File: src/mud_defines.svh
// Constants of the modem-side serial port: offsets, fields, resets, timing.
// Assumes a 25 MHz system clock and a 32-bit AHB-Lite register bus.
`ifndef MUD_DEFINES_SVH
`define MUD_DEFINES_SVH
// ==========================================================
// Timing
`define MUD_SYS_CLK_HZ 25000000
`define MUD_RATE_9600 9600
`define MUD_RATE_19200 19200
`define MUD_RATE_38400 38400
`define MUD_RATE_57600 57600
`define MUD_RATE_115200 115200
`define MUD_RATE_230400 230400
`define MUD_RATE_460800 460800
`define MUD_RATE_921600 921600
`define MUD_AB_MIN_DIV 16'h0008
// ==========================================================
// Register byte offsets
`define MUD_OFS_CTRL 8'h00
`define MUD_OFS_STATUS 8'h04
`define MUD_OFS_TXDATA 8'h08
`define MUD_OFS_RXDATA 8'h0c
`define MUD_OFS_MODEM 8'h10
// ==========================================================
// Control reset values and codes
`define MUD_BAUD_AUTO 4'h0
`define MUD_FMT_8N2 3'h1
`define MUD_FMT_8P1 3'h2
`define MUD_FMT_8N1 3'h3
`define MUD_FMT_7N2 3'h4
`define MUD_FMT_7P1 3'h5
`define MUD_FMT_7N1 3'h6
`define MUD_PAR_EVEN 1'b1
`define MUD_MUX_MAX_CHAN 3'h5
// ==========================================================
// Status bit positions
`define MUD_ST_AB_DONE 0
`define MUD_ST_TX_BUSY 1
`define MUD_ST_HOLD_FULL 2
`define MUD_ST_RX_AVAIL 3
`define MUD_ST_DATA_MODE 8
`define MUD_ST_OK_REQ 9
`define MUD_ST_FRAME_ERR 10
`define MUD_ST_PAR_ERR 11
`define MUD_ST_CTS_OFF 12
`define MUD_ST_RTS_ON 13
`define MUD_ST_DTR_ON 14
`define MUD_ST_OVERRUN 15
// ==========================================================
// Flow control characters and receive buffer
`define MUD_XON 8'h11
`define MUD_XOFF 8'h13
`define MUD_RX_DEPTH 8
`define MUD_RX_CTS_TH 4'h5
`endif

File: src/mud_pkg.sv
// Types of the modem-side serial port.
// Assumes mud_defines.svh holds every number these types meet.
package mud_pkg;
	// ==========================================================
	// Modes and states
	typedef enum logic [1:0] {FLOW_NONE, FLOW_SW, FLOW_HW, FLOW_RSVD} mud_flow_t;
	typedef enum logic [1:0] {AB_WAIT, AB_MEAS, AB_DONE} mud_ab_t;
	// ==========================================================
	// Carriers
	typedef struct packed {
		logic [2:0] mux_chan;
		logic mux_en;
		logic dtr_cfg;
		logic dcd_cfg;
		logic dsr_cfg;
		mud_flow_t flow;
		logic par_even;
		logic [2:0] fmt;
		logic [3:0] baud;
	} mud_ctrl_t;
	typedef struct packed {
		logic db8;
		logic pe;
		logic stop2;
	} mud_fmt_t;
	typedef struct packed {
		logic txd;
		logic rts;
		logic dtr;
	} mud_pin_in_t;
	typedef struct packed {
		logic rxd;
		logic cts;
		logic dsr;
		logic dcd;
		logic ri;
	} mud_pin_out_t;
endpackage : mud_pkg

File: src/mud_uart.sv
// Modem-side (DCE) asynchronous serial port with AHB-Lite registers.
// Assumes one AHB-Lite master, 25 MHz sys_clk_i, pins from another domain.
//
// Behaviour
// - Eight lines: RXD,CTS,DSR,DCD,RI driven; TXD,RTS,DTR received.
// - Low means zero bit or ON; high means one bit or OFF.
// - Device is DCE: host data arrives on TXD, device data leaves on RXD.
// - Flow control selectable: RTS/CTS hardware, XON/XOFF software, or none.
// - Hardware RTS/CTS flow control is active after reset.
// - Autobaud measures once at start-up; rate kept until reconfigured.
// - Baud setting zero selects one-shot autobaud and is the reset default.
// - Fixed rates 9600 through 921600 b/s selectable by configuration.
// - Without autobaud or other choice the rate is 115200 b/s.
// - Seven or eight data bits; no parity 1/2 stops, or parity 1 stop.
// - Default frame 8N1: format code three, parity code one.
// - DSR ON in data mode, OFF in command mode by default.
// - DTR ON-to-OFF enters online command mode and requests OK code.
// - DCD ON while carrier detected, OFF otherwise, by default.
// - Multiplexing off by default; channel 0 control, 1 to 5 traffic.
// - Pins tri-stated at power-up, then set to reset state.
// - RXD held high whenever no frame is being sent.
// - Internal pull-up on TXD input keeps it high when undriven.
// - CTS ON at init; three more characters accepted after CTS OFF.
// - Transmission stops within two characters after RTS OFF.
//
// Added by the designer: the register addresses and register access over AHB-Lite.
`timescale 1ns/10ps
`include "mud_defines.svh"
module mud_uart (
	input wire logic sys_clk_i,
	input wire logic rst_n_i,
	input wire logic hsel_i,
	input wire logic [31:0] haddr_i,
	input wire logic [1:0] htrans_i,
	input wire logic hwrite_i,
	input wire logic [2:0] hsize_i,
	input wire logic hready_i,
	input wire logic [31:0] hwdata_i,
	output logic [31:0] hrdata_o,
	output logic hreadyout_o,
	output logic hresp_o,
	input wire mud_pkg::mud_pin_in_t pin_i,
	output mud_pkg::mud_pin_out_t pin_o,
	output logic pin_oe_o,
	output logic pullup_en_o
);
	// ==========================================================
	// Functions
	function automatic logic [15:0] rate_div(input logic [3:0] sel);
		case (sel)
			4'h1: rate_div = 16'(`MUD_SYS_CLK_HZ / `MUD_RATE_9600);
			4'h2: rate_div = 16'(`MUD_SYS_CLK_HZ / `MUD_RATE_19200);
			4'h3: rate_div = 16'(`MUD_SYS_CLK_HZ / `MUD_RATE_38400);
			4'h4: rate_div = 16'(`MUD_SYS_CLK_HZ / `MUD_RATE_57600);
			4'h6: rate_div = 16'(`MUD_SYS_CLK_HZ / `MUD_RATE_230400);
			4'h7: rate_div = 16'(`MUD_SYS_CLK_HZ / `MUD_RATE_460800);
			4'h8: rate_div = 16'(`MUD_SYS_CLK_HZ / `MUD_RATE_921600);
			default: rate_div = 16'(`MUD_SYS_CLK_HZ / `MUD_RATE_115200);
		endcase
	endfunction : rate_div

	function automatic mud_pkg::mud_fmt_t fmt_dec(input logic [2:0] code);
		case (code)
			`MUD_FMT_8N2: fmt_dec = '{db8: 1'b1, pe: 1'b0, stop2: 1'b1};
			`MUD_FMT_8P1: fmt_dec = '{db8: 1'b1, pe: 1'b1, stop2: 1'b0};
			`MUD_FMT_7N2: fmt_dec = '{db8: 1'b0, pe: 1'b0, stop2: 1'b1};
			`MUD_FMT_7P1: fmt_dec = '{db8: 1'b0, pe: 1'b1, stop2: 1'b0};
			`MUD_FMT_7N1: fmt_dec = '{db8: 1'b0, pe: 1'b0, stop2: 1'b0};
			default: fmt_dec = '{db8: 1'b1, pe: 1'b0, stop2: 1'b0};
		endcase
	endfunction : fmt_dec

	function automatic logic par_of(input logic [7:0] d, input logic db8,
		input logic even);
		logic x;
		x = db8 ? ^d : ^d[6:0];
		par_of = even ? x : ~x;
	endfunction : par_of

	// ==========================================================
	// Bus slave and registers
	mud_pkg::mud_ctrl_t ctrl_r;
	mud_pkg::mud_fmt_t fmt;
	logic wr_pend_r;
	logic [7:0] wr_ofs_r;
	logic addr_ok;
	logic rd_pop;
	logic data_mode_r, carrier_r, ri_on_r;
	logic ok_req_r, frame_err_r, par_err_r, overrun_r;
	logic [31:0] status;
	logic [31:0] rd_val;
	logic hold_v_r;
	logic [7:0] hold_r;
	logic tx_load;

	assign fmt = fmt_dec(ctrl_r.fmt);
	assign addr_ok = hsel_i && hready_i && htrans_i[1];
	assign rd_pop = addr_ok && !hwrite_i && haddr_i[7:0] == `MUD_OFS_RXDATA;
	assign hreadyout_o = 1'b1;
	assign hresp_o = 1'b0;

	always_ff @(posedge sys_clk_i) begin
		if (!rst_n_i) begin
			wr_pend_r <= 1'b0;
			wr_ofs_r <= 8'h00;
		end else begin
			wr_pend_r <= addr_ok && hwrite_i;
			wr_ofs_r <= haddr_i[7:0];
		end
	end

	always_ff @(posedge sys_clk_i) begin
		if (!rst_n_i) begin
			ctrl_r.baud <= `MUD_BAUD_AUTO;
			ctrl_r.fmt <= `MUD_FMT_8N1;
			ctrl_r.par_even <= `MUD_PAR_EVEN;
			ctrl_r.flow <= mud_pkg::FLOW_HW;
			ctrl_r.dsr_cfg <= 1'b1;
			ctrl_r.dcd_cfg <= 1'b1;
			ctrl_r.dtr_cfg <= 1'b1;
			ctrl_r.mux_en <= 1'b0;
			ctrl_r.mux_chan <= 3'h0;
		end else if (wr_pend_r && wr_ofs_r == `MUD_OFS_CTRL) begin
			ctrl_r.baud <= hwdata_i[3:0];
			ctrl_r.fmt <= hwdata_i[6:4];
			ctrl_r.par_even <= hwdata_i[7];
			ctrl_r.flow <= mud_pkg::mud_flow_t'(hwdata_i[9:8]);
			ctrl_r.dsr_cfg <= hwdata_i[10];
			ctrl_r.dcd_cfg <= hwdata_i[11];
			ctrl_r.dtr_cfg <= hwdata_i[12];
			ctrl_r.mux_en <= hwdata_i[13];
			// Channels above five do not exist
			if (hwdata_i[16:14] <= `MUD_MUX_MAX_CHAN)
				ctrl_r.mux_chan <= hwdata_i[16:14];
		end
	end

	always_ff @(posedge sys_clk_i) begin
		if (!rst_n_i)
			hrdata_o <= 32'h0000_0000;
		else if (addr_ok && !hwrite_i)
			hrdata_o <= rd_val;
	end

	// ==========================================================
	// Pin synchronisers, three stages, second and third agree
	logic [2:0] s1_r, s2_r, s3_r, pin_f_r;
	logic txd_f, rts_on, dtr_on;
	always_ff @(posedge sys_clk_i) begin
		if (!rst_n_i) begin
			s1_r <= 3'h7;
			s2_r <= 3'h7;
			s3_r <= 3'h7;
			pin_f_r <= 3'h7;
		end else begin
			s1_r <= pin_i;
			s2_r <= s1_r;
			s3_r <= s2_r;
			for (int i = 0; i < 3; i++)
				if (s2_r[i] == s3_r[i])
					pin_f_r[i] <= s3_r[i];
		end
	end
	assign txd_f = pin_f_r[2];
	assign rts_on = !pin_f_r[1];
	assign dtr_on = !pin_f_r[0];

	// ==========================================================
	// One-shot autobaud: width of the start bit of a leading 'A' or 'a'
	mud_pkg::mud_ab_t ab_st_r;
	logic [15:0] ab_cnt_r, ab_div_r, div;
	always_ff @(posedge sys_clk_i) begin
		if (!rst_n_i) begin
			ab_st_r <= mud_pkg::AB_WAIT;
			ab_cnt_r <= 16'h0000;
			ab_div_r <= 16'h0000;
		end else begin
			unique case (ab_st_r)
				mud_pkg::AB_WAIT: begin
					// Abandoned for good once a fixed rate is chosen
					if (ctrl_r.baud != `MUD_BAUD_AUTO)
						ab_st_r <= mud_pkg::AB_DONE;
					else if (!txd_f) begin
						ab_st_r <= mud_pkg::AB_MEAS;
						ab_cnt_r <= 16'h0001;
					end
				end
				mud_pkg::AB_MEAS: begin
					if (txd_f) begin
						ab_st_r <= mud_pkg::AB_DONE;
						ab_div_r <= (ab_cnt_r < `MUD_AB_MIN_DIV) ?
							`MUD_AB_MIN_DIV : ab_cnt_r;
					end else if (ab_cnt_r != 16'hffff)
						ab_cnt_r <= ab_cnt_r + 16'h0001;
				end
				mud_pkg::AB_DONE: ab_st_r <= mud_pkg::AB_DONE;
				default: ab_st_r <= mud_pkg::AB_WAIT;
			endcase
		end
	end
	// Measured rate is kept, and reused if auto is selected again later
	assign div = (ctrl_r.baud == `MUD_BAUD_AUTO && ab_div_r != 16'h0000) ?
		ab_div_r : rate_div(ctrl_r.baud);

	// ==========================================================
	// Receiver and its buffer
	logic rx_en, rx_busy_r, rx_prev_r, rx_done;
	logic [15:0] rx_cnt_r;
	logic [3:0] rx_idx_r, nbits;
	logic [11:0] rx_fr_r;
	logic [7:0] rx_data;
	logic rx_par, rx_stop, rx_is_flow;
	logic [7:0] rxq_r [`MUD_RX_DEPTH];
	logic [2:0] rxq_wp_r, rxq_rp_r;
	logic [3:0] rxq_n_r;
	logic rxq_push, rxq_pop, peer_xoff_r;

	assign nbits = 4'(fmt.db8 ? 10 : 9) + 4'(fmt.pe) + 4'(fmt.stop2);
	assign rx_en = ab_st_r == mud_pkg::AB_DONE;
	assign rx_data = fmt.db8 ? rx_fr_r[8:1] : {1'b0, rx_fr_r[7:1]};
	assign rx_par = fmt.db8 ? rx_fr_r[9] : rx_fr_r[8];
	// Stop bit read live: the frame register is written at this same edge
	assign rx_stop = txd_f;
	assign rx_done = rx_busy_r && rx_cnt_r == 16'h0000 &&
		rx_idx_r == 4'(nbits - 4'h1 - 4'(fmt.stop2));
	assign rx_is_flow = ctrl_r.flow == mud_pkg::FLOW_SW &&
		(rx_data == `MUD_XON || rx_data == `MUD_XOFF);
	assign rxq_push = rx_done && rx_stop && !rx_is_flow &&
		rxq_n_r != 4'(`MUD_RX_DEPTH);
	assign rxq_pop = rd_pop && rxq_n_r != 4'h0;

	always_ff @(posedge sys_clk_i) begin
		if (!rst_n_i) begin
			rx_busy_r <= 1'b0;
			rx_prev_r <= 1'b1;
			rx_cnt_r <= 16'h0000;
			rx_idx_r <= 4'h0;
			rx_fr_r <= 12'hfff;
		end else begin
			rx_prev_r <= txd_f;
			if (!rx_busy_r) begin
				if (rx_en && rx_prev_r && !txd_f) begin
					rx_busy_r <= 1'b1;
					rx_cnt_r <= {1'b0, div[15:1]};
					rx_idx_r <= 4'h0;
				end
			end else if (rx_cnt_r != 16'h0000)
				rx_cnt_r <= rx_cnt_r - 16'h0001;
			else begin
				rx_fr_r[rx_idx_r] <= txd_f;
				rx_cnt_r <= div - 16'h0001;
				rx_idx_r <= rx_idx_r + 4'h1;
				// A start bit that is gone again was a glitch
				if ((rx_idx_r == 4'h0 && txd_f) || rx_done)
					rx_busy_r <= 1'b0;
			end
		end
	end

	always_ff @(posedge sys_clk_i) begin
		if (rxq_push)
			rxq_r[rxq_wp_r] <= rx_data;
	end

	always_ff @(posedge sys_clk_i) begin
		if (!rst_n_i) begin
			rxq_wp_r <= 3'h0;
			rxq_rp_r <= 3'h0;
			rxq_n_r <= 4'h0;
		end else begin
			if (rxq_push)
				rxq_wp_r <= rxq_wp_r + 3'h1;
			if (rxq_pop)
				rxq_rp_r <= rxq_rp_r + 3'h1;
			rxq_n_r <= rxq_n_r + 4'(rxq_push) - 4'(rxq_pop);
		end
	end

	always_ff @(posedge sys_clk_i) begin
		if (!rst_n_i || ctrl_r.flow != mud_pkg::FLOW_SW)
			peer_xoff_r <= 1'b0;
		else if (rx_done && rx_stop && rx_is_flow)
			peer_xoff_r <= rx_data == `MUD_XOFF;
	end

	// ==========================================================
	// Transmitter
	logic tx_busy_r, tx_allow, xo_sent_r, xreq, tx_xload;
	logic [15:0] tx_cnt_r;
	logic [3:0] tx_idx_r;
	logic [11:0] tx_sh_r, tx_fr;
	logic [7:0] tx_char;
	logic cts_off;

	// CTS drops with three free slots left in the buffer
	assign cts_off = rxq_n_r >= `MUD_RX_CTS_TH;
	// Flow is checked only between frames: at most one more leaves
	assign tx_allow = ctrl_r.flow == mud_pkg::FLOW_HW ? rts_on :
		ctrl_r.flow == mud_pkg::FLOW_SW ? !peer_xoff_r : 1'b1;
	assign xreq = ctrl_r.flow == mud_pkg::FLOW_SW && (xo_sent_r != cts_off);
	assign tx_xload = !tx_busy_r && xreq;
	assign tx_load = !tx_busy_r && !xreq && hold_v_r && tx_allow;
	assign tx_char = xreq ? (xo_sent_r ? `MUD_XON : `MUD_XOFF) : hold_r;

	always_comb begin
		tx_fr = 12'hfff;
		tx_fr[0] = 1'b0;
		if (fmt.db8) begin
			tx_fr[8:1] = tx_char;
			if (fmt.pe)
				tx_fr[9] = par_of(tx_char, 1'b1, ctrl_r.par_even);
		end else begin
			tx_fr[7:1] = tx_char[6:0];
			if (fmt.pe)
				tx_fr[8] = par_of(tx_char, 1'b0, ctrl_r.par_even);
		end
	end

	always_ff @(posedge sys_clk_i) begin
		if (!rst_n_i || ctrl_r.flow != mud_pkg::FLOW_SW)
			xo_sent_r <= 1'b0;
		else if (tx_xload)
			xo_sent_r <= !xo_sent_r;
	end

	always_ff @(posedge sys_clk_i) begin
		if (!rst_n_i) begin
			tx_busy_r <= 1'b0;
			tx_cnt_r <= 16'h0000;
			tx_idx_r <= 4'h0;
			tx_sh_r <= 12'hfff;
		end else if (!tx_busy_r) begin
			if (tx_load || tx_xload) begin
				tx_busy_r <= 1'b1;
				tx_sh_r <= tx_fr;
				tx_cnt_r <= div - 16'h0001;
				tx_idx_r <= 4'h0;
			end
		end else if (tx_cnt_r != 16'h0000)
			tx_cnt_r <= tx_cnt_r - 16'h0001;
		else begin
			tx_cnt_r <= div - 16'h0001;
			tx_sh_r <= {1'b1, tx_sh_r[11:1]};
			tx_idx_r <= tx_idx_r + 4'h1;
			if (tx_idx_r == nbits - 4'h1)
				tx_busy_r <= 1'b0;
		end
	end

	always_ff @(posedge sys_clk_i) begin
		if (!rst_n_i) begin
			hold_v_r <= 1'b0;
			hold_r <= 8'h00;
		end else if (wr_pend_r && wr_ofs_r == `MUD_OFS_TXDATA && !hold_v_r) begin
			hold_v_r <= 1'b1;
			hold_r <= hwdata_i[7:0];
		end else if (tx_load)
			hold_v_r <= 1'b0;
	end

	// ==========================================================
	// Modem status lines and sticky status
	logic dtr_prev_r, dtr_drop, st_clr;
	assign dtr_drop = dtr_prev_r && !dtr_on;
	assign st_clr = wr_pend_r && wr_ofs_r == `MUD_OFS_STATUS;

	always_ff @(posedge sys_clk_i) begin
		if (!rst_n_i) begin
			dtr_prev_r <= 1'b0;
			data_mode_r <= 1'b0;
			carrier_r <= 1'b0;
			ri_on_r <= 1'b0;
		end else begin
			dtr_prev_r <= dtr_on;
			if (wr_pend_r && wr_ofs_r == `MUD_OFS_MODEM) begin
				data_mode_r <= hwdata_i[0];
				carrier_r <= hwdata_i[1];
				ri_on_r <= hwdata_i[2];
			end
			// Drop of DTR overrides a software write in the same cycle
			if (dtr_drop && ctrl_r.dtr_cfg)
				data_mode_r <= 1'b0;
		end
	end

	// Hardware set wins over a write-one-to-clear in the same cycle
	always_ff @(posedge sys_clk_i) begin
		if (!rst_n_i) begin
			ok_req_r <= 1'b0;
			frame_err_r <= 1'b0;
			par_err_r <= 1'b0;
			overrun_r <= 1'b0;
		end else begin
			ok_req_r <= (dtr_drop && ctrl_r.dtr_cfg) ||
				(ok_req_r && !(st_clr && hwdata_i[`MUD_ST_OK_REQ]));
			frame_err_r <= (rx_done && !rx_stop) ||
				(frame_err_r && !(st_clr && hwdata_i[`MUD_ST_FRAME_ERR]));
			par_err_r <= (rx_done && fmt.pe &&
				rx_par != par_of(rx_data, fmt.db8, ctrl_r.par_even)) ||
				(par_err_r && !(st_clr && hwdata_i[`MUD_ST_PAR_ERR]));
			overrun_r <= (rx_done && rx_stop && !rx_is_flow &&
				rxq_n_r == 4'(`MUD_RX_DEPTH)) ||
				(overrun_r && !(st_clr && hwdata_i[`MUD_ST_OVERRUN]));
		end
	end

	always_comb begin
		status = 32'h0000_0000;
		status[`MUD_ST_AB_DONE] = ab_div_r != 16'h0000;
		status[`MUD_ST_TX_BUSY] = tx_busy_r;
		status[`MUD_ST_HOLD_FULL] = hold_v_r;
		status[`MUD_ST_RX_AVAIL] = rxq_n_r != 4'h0;
		status[7:4] = rxq_n_r;
		status[`MUD_ST_DATA_MODE] = data_mode_r;
		status[`MUD_ST_OK_REQ] = ok_req_r;
		status[`MUD_ST_FRAME_ERR] = frame_err_r;
		status[`MUD_ST_PAR_ERR] = par_err_r;
		status[`MUD_ST_CTS_OFF] = cts_off;
		status[`MUD_ST_RTS_ON] = rts_on;
		status[`MUD_ST_DTR_ON] = dtr_on;
		status[`MUD_ST_OVERRUN] = overrun_r;
		unique case (haddr_i[7:0])
			`MUD_OFS_CTRL: rd_val = {15'h0000, ctrl_r};
			`MUD_OFS_STATUS: rd_val = status;
			`MUD_OFS_RXDATA: rd_val = {24'h000000, rxq_r[rxq_rp_r]};
			`MUD_OFS_MODEM: rd_val = {29'h0, ri_on_r, carrier_r, data_mode_r};
			default: rd_val = 32'h0000_0000;
		endcase
	end

	// ==========================================================
	// Pin drivers: all lines high (OFF) and undriven during reset
	always_ff @(posedge sys_clk_i) begin
		if (!rst_n_i) begin
			pin_oe_o <= 1'b0;
			pin_o <= '1;
		end else begin
			pin_oe_o <= 1'b1;
			pin_o.rxd <= tx_busy_r ? tx_sh_r[0] : 1'b1;
			pin_o.cts <= cts_off;
			pin_o.dsr <= ctrl_r.dsr_cfg ? !data_mode_r : 1'b0;
			pin_o.dcd <= ctrl_r.dcd_cfg ? !carrier_r : 1'b0;
			pin_o.ri <= !ri_on_r;
		end
	end
	// Pull-ups on TXD, RTS and DTR stay on at all times
	assign pullup_en_o = 1'b1;
endmodule : mud_uart

File: config.mk
export PLATFORM = sky130hd
export DESIGN_NAME = mud_uart
export DESIGN_NICKNAME = d
export VERILOG_FILES = /design/src/mud_pkg.sv /design/src/mud_uart.sv
export VERILOG_INCLUDE_DIRS = /design/src
export SDC_FILE = /design/constraint.sdc
export NUM_CORES = 1
export LEC_CHECK = 0
export BUFFER_PORTS_ARGS = -buffer_cell sky130_fd_sc_hd__buf_4
export CORE_MARGIN = 2
export CORE_UTILIZATION = 40
export CTS_CLUSTER_DIAMETER = 150
export DETAILED_ROUTE_END_ITERATION = 10
export PLACE_DENSITY = 0.67
export SETUP_SLACK_MARGIN = 0.2
export SLEW_MARGIN = 5
export SYNTH_ARGS = -nofsm -noshare
export SYNTH_HDL_FRONTEND = slang
export SYNTH_SLANG_ARGS = --single-unit
File: constraint.sdc
create_clock -name sys_clk_i -period 3.6 [get_ports sys_clk_i]
set_clock_uncertainty 0.05 [all_clocks]
set_input_delay 0.54 -clock sys_clk_i [delete_from_list [all_inputs] [get_ports sys_clk_i]]
set_output_delay 0.54 -clock sys_clk_i [all_outputs]
set_load 0.01 [all_outputs]
==> impl_metrics.ini, run 1 <==
[power]
finalPower_mw = 5.97
p_int_mw = 4.72
power.density_mw_per_mm2 = 411
p_clk_frac = 0.488
p_sw_mw = 1.25
peakVddDrop_v = 0.000366
power_frac_comb = 0.023
power_leakage_nw = 5.62
pwr-share-seq = 0.489
switching_share = 0.210

[timing]
max_freq_mhz = 296
fin_ws_ns = 0.224
hold_viol = 0
fin_crit_ns = 3.38
setup_tns_ns = 0
min_period_over_period = 0.938
relSlewSlack = 0.271
rsz0062_at_grt = true
tightest_slew_ns = 1.09
slew_violations = 0
finalSetupViolations = 0

[yosys]
synth_simple_gate_area_frac = 0.201
synth_compound_area_frac = 0.158
avgSynthCellArea_sq_um = 9.30
yosysTopAreaCell = dfxtp_1
syn_inst = 1326
ys_warn_count = 0
synth_cell_types = 85
muxShareOfSynthArea = 0.0588
async_flop_share = 0
synth_most_common_cell = dfxtp_1
synthXorXnorAreaFrac = 0.0399
synth.top_cells.by_area = dfxtp_1 31%, edfxtp_1 16%, nand2_1 4.9%
syn_area_sq_mm = 0.0123
synthFlopType = dfxtp_1
synth-edff-count = 64
synth-seq-cells = 253
synth.top_cells.by_count = 189 x dfxtp_1, 162 x nand2_1, 141 x nor2_1, 84 x a21oi_1, 71 x clkbuf_1
synth_top_family_by_area = simple AND/OR/NAND/NOR gates
synthAdderAreaFrac = 0.0321
synth_top_cell_area_share = 0.307
yosysSeqAreaShare = 0.463

[clock_network]
path_clk_slew_ns = 0.06
cts_tree = yes
clock_latency_ns = 0.56
cts_root_buf = clkbuf_16
cts.htree.levels = 1
clockBufferDepth = 3
postCtsHoldBufs = 0
cts.sinks = 253
numCtsBuffers = 29

[drt]
drt_iter0_drc = 1163
viasPerCell = 5.73
num_vias = 10444
dr.pass1.iters = 7
routed_wl_mm = 32.4
drc = 0
wl_per_cell_microns = 17.8
antenna_left = 0

[worst_setup_path]
arrival_ns = 3.76
cp-start-kind = flip-flop
cp_max_fo = 3
worst-setup-path-type = flip-flop to flip-flop
endpoint_kind = flip-flop
crit_required_ns = 3.99

[die]
die_x_microns = 180
die_h_microns = 180
fp-row-count = 64
dieArea_sq_mm = 0.0322
io-pin-count = 118
core_sq_mm = 0.0305
initial_utilization = 0.404

[job]
cap_violations = 0

[min_path]
hp-class = input port to flip-flop

[global_routing]
grt_pass1_wl_mm = 52.4
grt_max_degree = 55
grt_pass1_vias = 9914
overflow = 0
antenna_found_initial = 0
track_usage = 0.195

[final_layout]
final_nets = 1515
syn2layout_area_growth_pct = 17.9
final_area_sq_mm = 0.0145
n_antenna_cell = 0
layout-drive-gt1-share = 0.172

[placed_design]
dpl.hpwl_mm = 22.4
port_buffers = 56
dpl_cell_area_sq_mm = 0.0133
gp_congestion = 0.915
dp_slack_ns = 0.0577

[run_status]
status = finished clean
-- sequential cells by signal, indices dropped and copies added (netlist names), 10 cells and up, named ones only --
name,flops
ctrl_r,17
rx_cnt_r,16
tx_sh_r,10
hrdata_o,17
tx_cnt_r,16
ab_div_r,16
rxq_r,64
ab_cnt_r,16
-- cell families (layout without fill, tap and decap cells) --
logic type | after synthesis | after routing
muxes | 51 | 51
DFF | 253 | 253
AOI/OAI and AO/OA | 291 | 291
buffers and inverters | 132 | 216
adders and majority gates | 31 | 31
xor gates and xnor gates | 53 | 53
other | 2 | 18
and+or+nand+nor | 513 | 513
-- path summary, 6_finish.rpt --
check	from	end	slack (ns)	cells past startpoint
setup reg to reg	ctrl_r[4]	rxq_n_r[1]	0.22	17
hold reg to reg	s1_r[2]	s2_r[2]	0.36	1
setup / recovery	ctrl_r[4]	rxq_n_r[1]	0.22	17
hold / removal	pin_i[0]	s1_r[0]	0.15	2
-- layout by cell type (no fill, tap or decap), drive strengths merged, types with 17 or more instances in the layout --
| cell | Yosys | layout |
|---|---|---|
| nor3 | 32 | 32 |
| nand2 | 162 | 162 |
| xnor2 | 32 | 32 |
| a21oi | 84 | 84 |
| nand3 | 31 | 31 |
| edfxtp | 64 | 64 |
| nor2 | 141 | 141 |
| ha | 30 | 30 |
| conb | 2 | 18 |
| nand2b | 17 | 17 |
| a22oi | 18 | 18 |
| xor2 | 19 | 19 |
| o211ai | 19 | 19 |
| clkbuf | 72 | 41 |
| inv | 35 | 36 |
| nor4 | 27 | 27 |
| nand4 | 18 | 18 |
| dfxtp | 189 | 189 |
| o21ai | 57 | 57 |
| mux2i | 24 | 24 |
| buf | 25 | 131 |
-- worst max-delay path, stage by stage, from the launching register on --
cell and delay, ns:
dfxtp_4 0.35, nor2b_4 0.17, buf_6 0.11, a21oi_2 0.03
ha_1 0.33, inv_1 0.07, ha_2 0.18, xnor2_2 0.11
xnor3_1 0.22, nor2_1 0.12, nand4_1 0.14, or3_4 0.39
ha_4 0.22, inv_2 0.06, ha_4 0.12, inv_2 0.03
fa_2 0.51, nor2_1 0.04
-- power groups by stage --
stage | clock, mW | sequential (mW) | combinational [mW]
after floorplan | 0 | 2.98 | 0.0840
after global placement | 0 | 2.98 | 0.138
after detailed placement | 0 | 2.98 | 0.138
after CTS | 2.96 | 2.92 | 0.139
after global routing | 3.09 | 2.92 | 0.152
final | 2.91 | 2.92 | 0.140
-- metrics by stage --
stage	utilization	instances	hold slack (ns)
detailed placement	0.436	1746	0.347
global route	0.476	1822	0.134
floorplan	-	1342	0.320
global placement	0.436	1746	0.339
finish	0.476	1822	0.149
CTS	0.474	1820	0.141
-- per-layer routing --
metal	global-route usage	wire, microns	vias up
li1	-	-	4944
met1	0.259	13900	4970
met2	0.318	14900	456
met3	0.0411	2650	74
met4	0.0621	947	0
met5	0	0	-
-- area by class of cell --
| type | count | area, sq um |
|---|---|---|
| clock buffer | 41 | 835 |
| clock inverter | 9 | 114 |
| fill | 2770 | 16000 |
| inverter | 35 | 133 |
| multi-input combinational | 957 | 6220 |
| sequential | 253 | 5710 |
| tap | 396 | 495 |
| timing repair buffer | 131 | 1020 |
-- repair_timing --
action                     4_1_cts  5_1_grt
gates cloned                     0        0
buffers inserted                24        2
pin swaps                        6        8
hold endpoints to repair         0        0
setup endpoints to repair        3       29
gates resized for setup         10       17
No activity file was read; power rests on OpenSTA's default activity.
==> inputs of run 2 (changes only) <==
==> constraint.sdc (replaced) <==
create_clock -name sys_clk_i -period 3.1 [get_ports sys_clk_i]
set_clock_uncertainty 0.05 [all_clocks]
set_input_delay 0.465 -clock sys_clk_i [delete_from_list [all_inputs] [get_ports sys_clk_i]]
set_output_delay 0.465 -clock sys_clk_i [all_outputs]
set_load 0.01 [all_outputs]
==> run 2 against run 1 <==
The run now ends with setup timing left; critical endpoint unchanged; worst hold slack worse by 0.085 ns; critical path type unchanged; sequential share of layout area is 0.92 points lower; highest routed layer unchanged; non-clock buffer count is 23 higher; wire length is 1.9% higher; power is 15% higher.
==> impl_metrics.ini, run 2 (synthesis results as in run 1) <==
[power]
power.density_mw_per_mm2 = 462
finalPower_mw = 6.87
peakVddDrop_v = 0.000398
power_leakage_nw = 5.73

[timing]
hold_viol = 0
slew_violations = 0
max_freq_mhz = 301
fin_crit_ns = 3.32
min_period_over_period = 1.07
tightest_slew_ns = 1.02
relSlewSlack = 0.317
finalSetupViolations = 59
fin_ws_ns = -0.218
rsz0062_at_grt = true

[final_layout]
reg_top3 = rxq_r: 64 flops, ctrl_r: 17 flops, hrdata_o: 17 flops
final_core_util = 0.487
n_antenna_cell = 0
mostFrequentLayoutCells = 187 x dfxtp_1, 161 x nand2_1, 142 x buf_4
final_common_cell = dfxtp_1
top_register = rxq_r
fillCellCount = 2776
largest_reg_flops = 64
syn2layout_area_growth_pct = 20.6
layout-drive-gt1-share = 0.195
final_nets = 1536

[die]
io-pin-count = 118
initial_utilization = 0.404
die_h_microns = 180
dieArea_sq_mm = 0.0322
die_x_microns = 180
core_sq_mm = 0.0305
fp-row-count = 64

[worst_setup_path]
r2r-start = ctrl_r[4]
critical-path-slowest-cell = fa_2
path_buf_inv = 3
critPathCapture = rxq_n_r[1]
r2r_slack_ns = -0.22
r2r_end = rxq_n_r[1]
cp-start-kind = flip-flop
r2r_cells = 17
critical_path.max_stage_delay_ns = 0.51
arrival_ns = 3.71
cp_cell_sequence = nor2b_4 -> nand2_2 -> o21ai_2 -> ha_1 -> inv_1 -> ha_2 -> xnor2_2 -> xnor3_1 -> nor2_2 -> nand4_1 -> or3_4 -> ha_4 -> inv_2 -> ha_4 -> inv_2 -> fa_2 -> nor2_1
critical-path-top-delay-family = adder cells
crit_required_ns = 3.49
cp.depth = 17
endpoint_kind = flip-flop
setup.worst_path.start = ctrl_r[4]
cp_max_fo = 3
worst-setup-path-type = flip-flop to flip-flop

[clock_network]
cts.htree.levels = 1
path_clk_slew_ns = 0.07
cts_tree = yes
cts_root_buf = clkbuf_16
clock_latency_ns = 0.56
numCtsBuffers = 27
cts.sinks = 253
clockBufferDepth = 3

[drt]
wl_per_cell_microns = 17.9
wl_met1_mm = 14.8
viasPerCell = 5.62
drt_iter0_drc = 997
highest-signal-layer = met4
num_vias = 10361
dr.pass1.iters = 5
wl_met2_mm = 15.3
drc = 0
wl_met3_mm = 1.93
routed_wl_mm = 33.0
antenna_left = 0

[placed_design]
gp_congestion = 0.915
port_buffers = 56
dp_slack_ns = -0.311
dpl.hpwl_mm = 23.3

[run_status]
violations = setup timing
status = finished with violations

[global_routing]
grt_pass1_vias = 9941
track_usage = 0.199
grt_pass1_wl_mm = 53.0
overflow = 0
antenna_found_initial = 0
grt_max_degree = 74

[min_path]
hp-class = input port to flip-flop
holdPathStages = 2
min_from = haddr_i[7]

[job]
cap_violations = 0
==> run 2: metal layers <==
layer  vias to the layer above  GRT usage
met5                         -          0
met4                         0     0.0592
met2                       340      0.327
met1                      4960      0.272
met3                        65     0.0290
li1                       4996          -
==> run 2: area by class of cell <==
cell class / instances / area (sq um) / area share
clock buffers: 32 / 694 / 0.0467
clock inverters: 18 / 210 / 0.0141
inverters: 35 / 133 / 0.00892
multi-input cells: 957 / 6400 / 0.431
flip-flops and latches: 253 / 5710 / 0.384
well taps: 396 / 495 / 0.0333
repair buffers: 154 / 1230 / 0.0825
==> run 2: worst min path at each step <==
| stage | endpoint | slack [ns] |
|---|---|---|
| floorplan | pin_o[0] | 0.32 |
| global placement | s2_r[2] | 0.34 |
| detailed placement | s2_r[2] | 0.35 |
| CTS | wr_ofs_r[7] | 0.05 |
| global route | wr_ofs_r[6] | 0.07 |
| finish | wr_ofs_r[7] | 0.06 |
==> run 2: repair_timing <==
| action | in CTS | in global routing |
|---|---|---|
| setup endpoints to repair | 77 | 93 |
| gates resized for setup | 23 | 20 |
| hold buffers | 0 | 0 |
| buffers inserted | 4 | 4 |
| pin swaps | 6 | 6 |
==> run 2: per-stage QoR <==
step,instances,setup TNS (ns),area (sq um),hold slack [ns]
2_1_floorplan,1342,-14.21,12500,0.320
3_3_place_gp,1787,-2.40,13700,0.344
3_5_place_dp,1787,-7.90,13700,0.347
4_1_cts,1841,-4.82,14700,0.0486
5_1_grt,1845,-12.22,14900,0.0650
6_report,1845,-4.26,14900,0.0640
==> run 2: report_power, final <==
group	leakage [nW]	switching (mW)	internal (mW)
Clock	0.441	1.37	1.94
Combinational	3.05	0.105	0.0628
Sequential	2.24	0.00867	3.38
Total	5.73	1.48	5.39
==> inputs of run 3 (changes only) <==
--- a/config.mk
+++ b/config.mk
@@ -11,7 +11,7 @@
 export CORE_UTILIZATION = 40
 export CTS_CLUSTER_DIAMETER = 150
 export DETAILED_ROUTE_END_ITERATION = 10
-export PLACE_DENSITY = 0.67
+export PLACE_DENSITY = 0.65
 export SETUP_SLACK_MARGIN = 0.2
 export SLEW_MARGIN = 5
 export SYNTH_ARGS = -nofsm -noshare
==> constraint.sdc (replaced) <==
create_clock -name sys_clk_i -period 4 [get_ports sys_clk_i]
set_clock_uncertainty 0.05 [all_clocks]
set_input_delay 0.6 -clock sys_clk_i [delete_from_list [all_inputs] [get_ports sys_clk_i]]
set_output_delay 0.6 -clock sys_clk_i [all_outputs]
set_load 0.01 [all_outputs]
==> run 3 against run 2 <==
The flow now finishes without violations; register-to-register slack better by 0.65 ns; non-clock buffer count shrank 55; critical path depth increased by 1; via count is 3.1% lower; design area shrank 4.6%; worst hold slack improved by 0.13 ns; utilization down 2.3 points; power fell by 23%; wire length decreased by 4.4%; clock power decreased by 23%; critical endpoint is now rxq_n_r[2]; largest power group unchanged.
==> impl_metrics.ini, run 3 (synthesis results as in run 1) <==
[timing]
rsz0062_at_grt = false
slew_violations = 0
tightest_slew_ns = 1.12
min_period_over_period = 0.891
fin_ws_ns = 0.437
max_freq_mhz = 281
hold_viol = 0
fin_crit_ns = 3.56
setup_tns_ns = 0
finalSetupViolations = 0
relSlewSlack = 0.247

[die]
dieArea_sq_mm = 0.0322
die_h_microns = 180
fp-row-count = 64
io-pin-count = 118
die_x_microns = 180
initial_utilization = 0.404
core_sq_mm = 0.0305

[worst_setup_path]
critical-path-top-delay-family = adder cells
critical_path.max_stage_delay_ns = 0.45
critical-path-slowest-cell = or3_4
cp_max_fo = 5
cp-start-kind = flip-flop
worst_path_most_repeated_cell = inv_1
r2r_cells = 18
r2r-start = ctrl_r[4]
r2r_slack_ns = 0.44
endpoint_kind = flip-flop
crit_required_ns = 4.39
path_buf_inv = 4
arrival_ns = 3.95
worst-setup-path-type = flip-flop to flip-flop
cp_cell_sequence = nand2b_4 -> inv_1 -> a21oi_1 -> ha_1 -> inv_1 -> ha_1 -> xnor2_1 -> xnor3_1 -> nor2_2 -> nand4_1 -> or3_4 -> ha_4 -> inv_1 -> ha_2 -> inv_1 -> fa_1 -> xor2_1 -> nor2_1
r2r_end = rxq_n_r[2]

[clock_network]
cts.sinks = 253
cts_root_buf = clkbuf_16
path_clk_slew_ns = 0.06
postCtsHoldBufs = 0
cts_tree = yes
numCtsBuffers = 28
clockBufferDepth = 3
clock_latency_ns = 0.57
cts.htree.levels = 1

[global_routing]
grt_pass1_vias = 9617
grt_max_degree = 54
antenna_found_initial = 0
track_usage = 0.191
grt_pass1_wl_mm = 51.1
overflow = 0

[power]
peakVddDrop_v = 0.000341
power_frac_comb = 0.023
switching_share = 0.217
power.density_mw_per_mm2 = 375
power_leakage_nw = 5.46
p_clk_frac = 0.482
p_sw_mw = 1.15
pwr-share-seq = 0.494
p_int_mw = 4.16

[run_status]
status = finished clean

[final_layout]
layout-drive-gt1-share = 0.147
final_common_cell = dfxtp_1
mostFrequentLayoutCells = 186 x dfxtp_1, 161 x nand2_1, 140 x nor2_1
final_area_sq_mm = 0.0142
reg_top3 = rxq_r: 64 flops, ctrl_r: 17 flops, hrdata_o: 17 flops
n_antenna_cell = 0
final_nets = 1482
syn2layout_area_growth_pct = 15.0
largest_reg_flops = 64
top_register = rxq_r
fillCellCount = 2889

[drt]
drc = 0
antenna_left = 0
dr.pass1.iters = 6
num_vias = 10041
viasPerCell = 5.60
wl_per_cell_microns = 17.6
routed_wl_mm = 31.5
drt_iter0_drc = 846

[min_path]
hp-class = input port to flip-flop
holdPathStages = 2
min_to = wr_ofs_r[6]
min_from = haddr_i[6]

[job]
cap_violations = 0

[placed_design]
gp_congestion = 0.871
dp_slack_ns = 0.225
dpl_cell_area_sq_mm = 0.0131
dpl.hpwl_mm = 22.5
port_buffers = 56
==> run 3: cell types whose count changed in the layout (fill, tap and decap cells not counted), moves of 4 or more <==
cell | before | now
buf_4 | 142 | 99
buf_6 | 9 | 0
clkbuf_8 | 0 | 5
nor4_1 | 20 | 24
nor4b_1 | 2 | 7
nor4b_4 | 4 | 0
==> run 3: worst max-delay path by stage <==
| stage | slack, ns | to | cells after the start | start |
|---|---|---|---|---|
| 2_1_floorplan | 0.18 | rxq_r[2][0] | 12 | ctrl_r[6] |
| 3_3_place_gp | 0.31 | rxq_n_r[2] | 18 | ctrl_r[5] |
| 3_5_place_dp | 0.23 | rxq_n_r[2] | 18 | ctrl_r[5] |
| 4_1_cts | 0.21 | rxq_n_r[2] | 18 | ctrl_r[4] |
| 5_1_grt | 0.18 | rxq_r[2][5] | 15 | ctrl_r[4] |
| 6_report | 0.44 | rxq_n_r[2] | 18 | ctrl_r[4] |
==> run 3: routing by layer <==
| layer | share of wire | GRT usage | wire length [microns] |
|---|---|---|---|
| met1 | 0.45 | 0.263 | 14200 |
| met2 | 0.46 | 0.311 | 14500 |
| met3 | 0.063 | 0.0308 | 1970 |
| met4 | 0.026 | 0.0537 | 830 |
| met5 | 0 | 0 | 0 |
==> run 3: repair_timing <==
action / CTS / global route
setup endpoints to repair: 0 / 27
gates resized for setup: 0 / 15
buffers inserted: 0 / 6
==> run 3: worst reg2reg max path, cell delays in order (launching register included) <==
cell and delay [ns]:
dfxtp_4 0.36, nand2b_4 0.15, inv_1 0.06, a21oi_1 0.07, ha_1 0.30, inv_1 0.04
ha_1 0.18, xnor2_1 0.17, xnor3_1 0.24, nor2_2 0.13, nand4_1 0.18, or3_4 0.45
ha_4 0.24, inv_1 0.05, ha_2 0.16, inv_1 0.05, fa_1 0.37, xor2_1 0.14
nor2_1 0.05
==> run 3: layout make-up <==
type                    instances  area (sq um)  area share
multi-input cells             957          6160       0.434
flip-flops and latches        253          5710       0.403
clock buffers                  39           816      0.0575
repair buffers                 99           743      0.0524
well taps                     396           495      0.0349
inverters                      35           133     0.00935
clock inverters                13           121     0.00856
==> run 3: power groups by stage <==
stage | sequential [mW] | clock (mW) | combinational, mW
after CTS | 2.63 | 2.62 | 0.124
after global placement | 2.68 | 0 | 0.123
final | 2.63 | 2.56 | 0.124
after floorplan | 2.68 | 0 | 0.0755
after detailed placement | 2.68 | 0 | 0.124
after global routing | 2.63 | 2.74 | 0.135
==> run 3: per-stage QoR <==
stage | utilization | hold slack (ns) | cells | power (mW)
2_1_floorplan | - | 0.320 | 1342 | 2.76
3_3_place_gp | 0.431 | 0.342 | 1734 | 2.81
3_5_place_dp | 0.431 | 0.346 | 1734 | 2.81
4_1_cts | 0.462 | 0.184 | 1786 | 5.37
5_1_grt | 0.465 | 0.196 | 1792 | 5.50
6_report | 0.465 | 0.199 | 1792 | 5.31
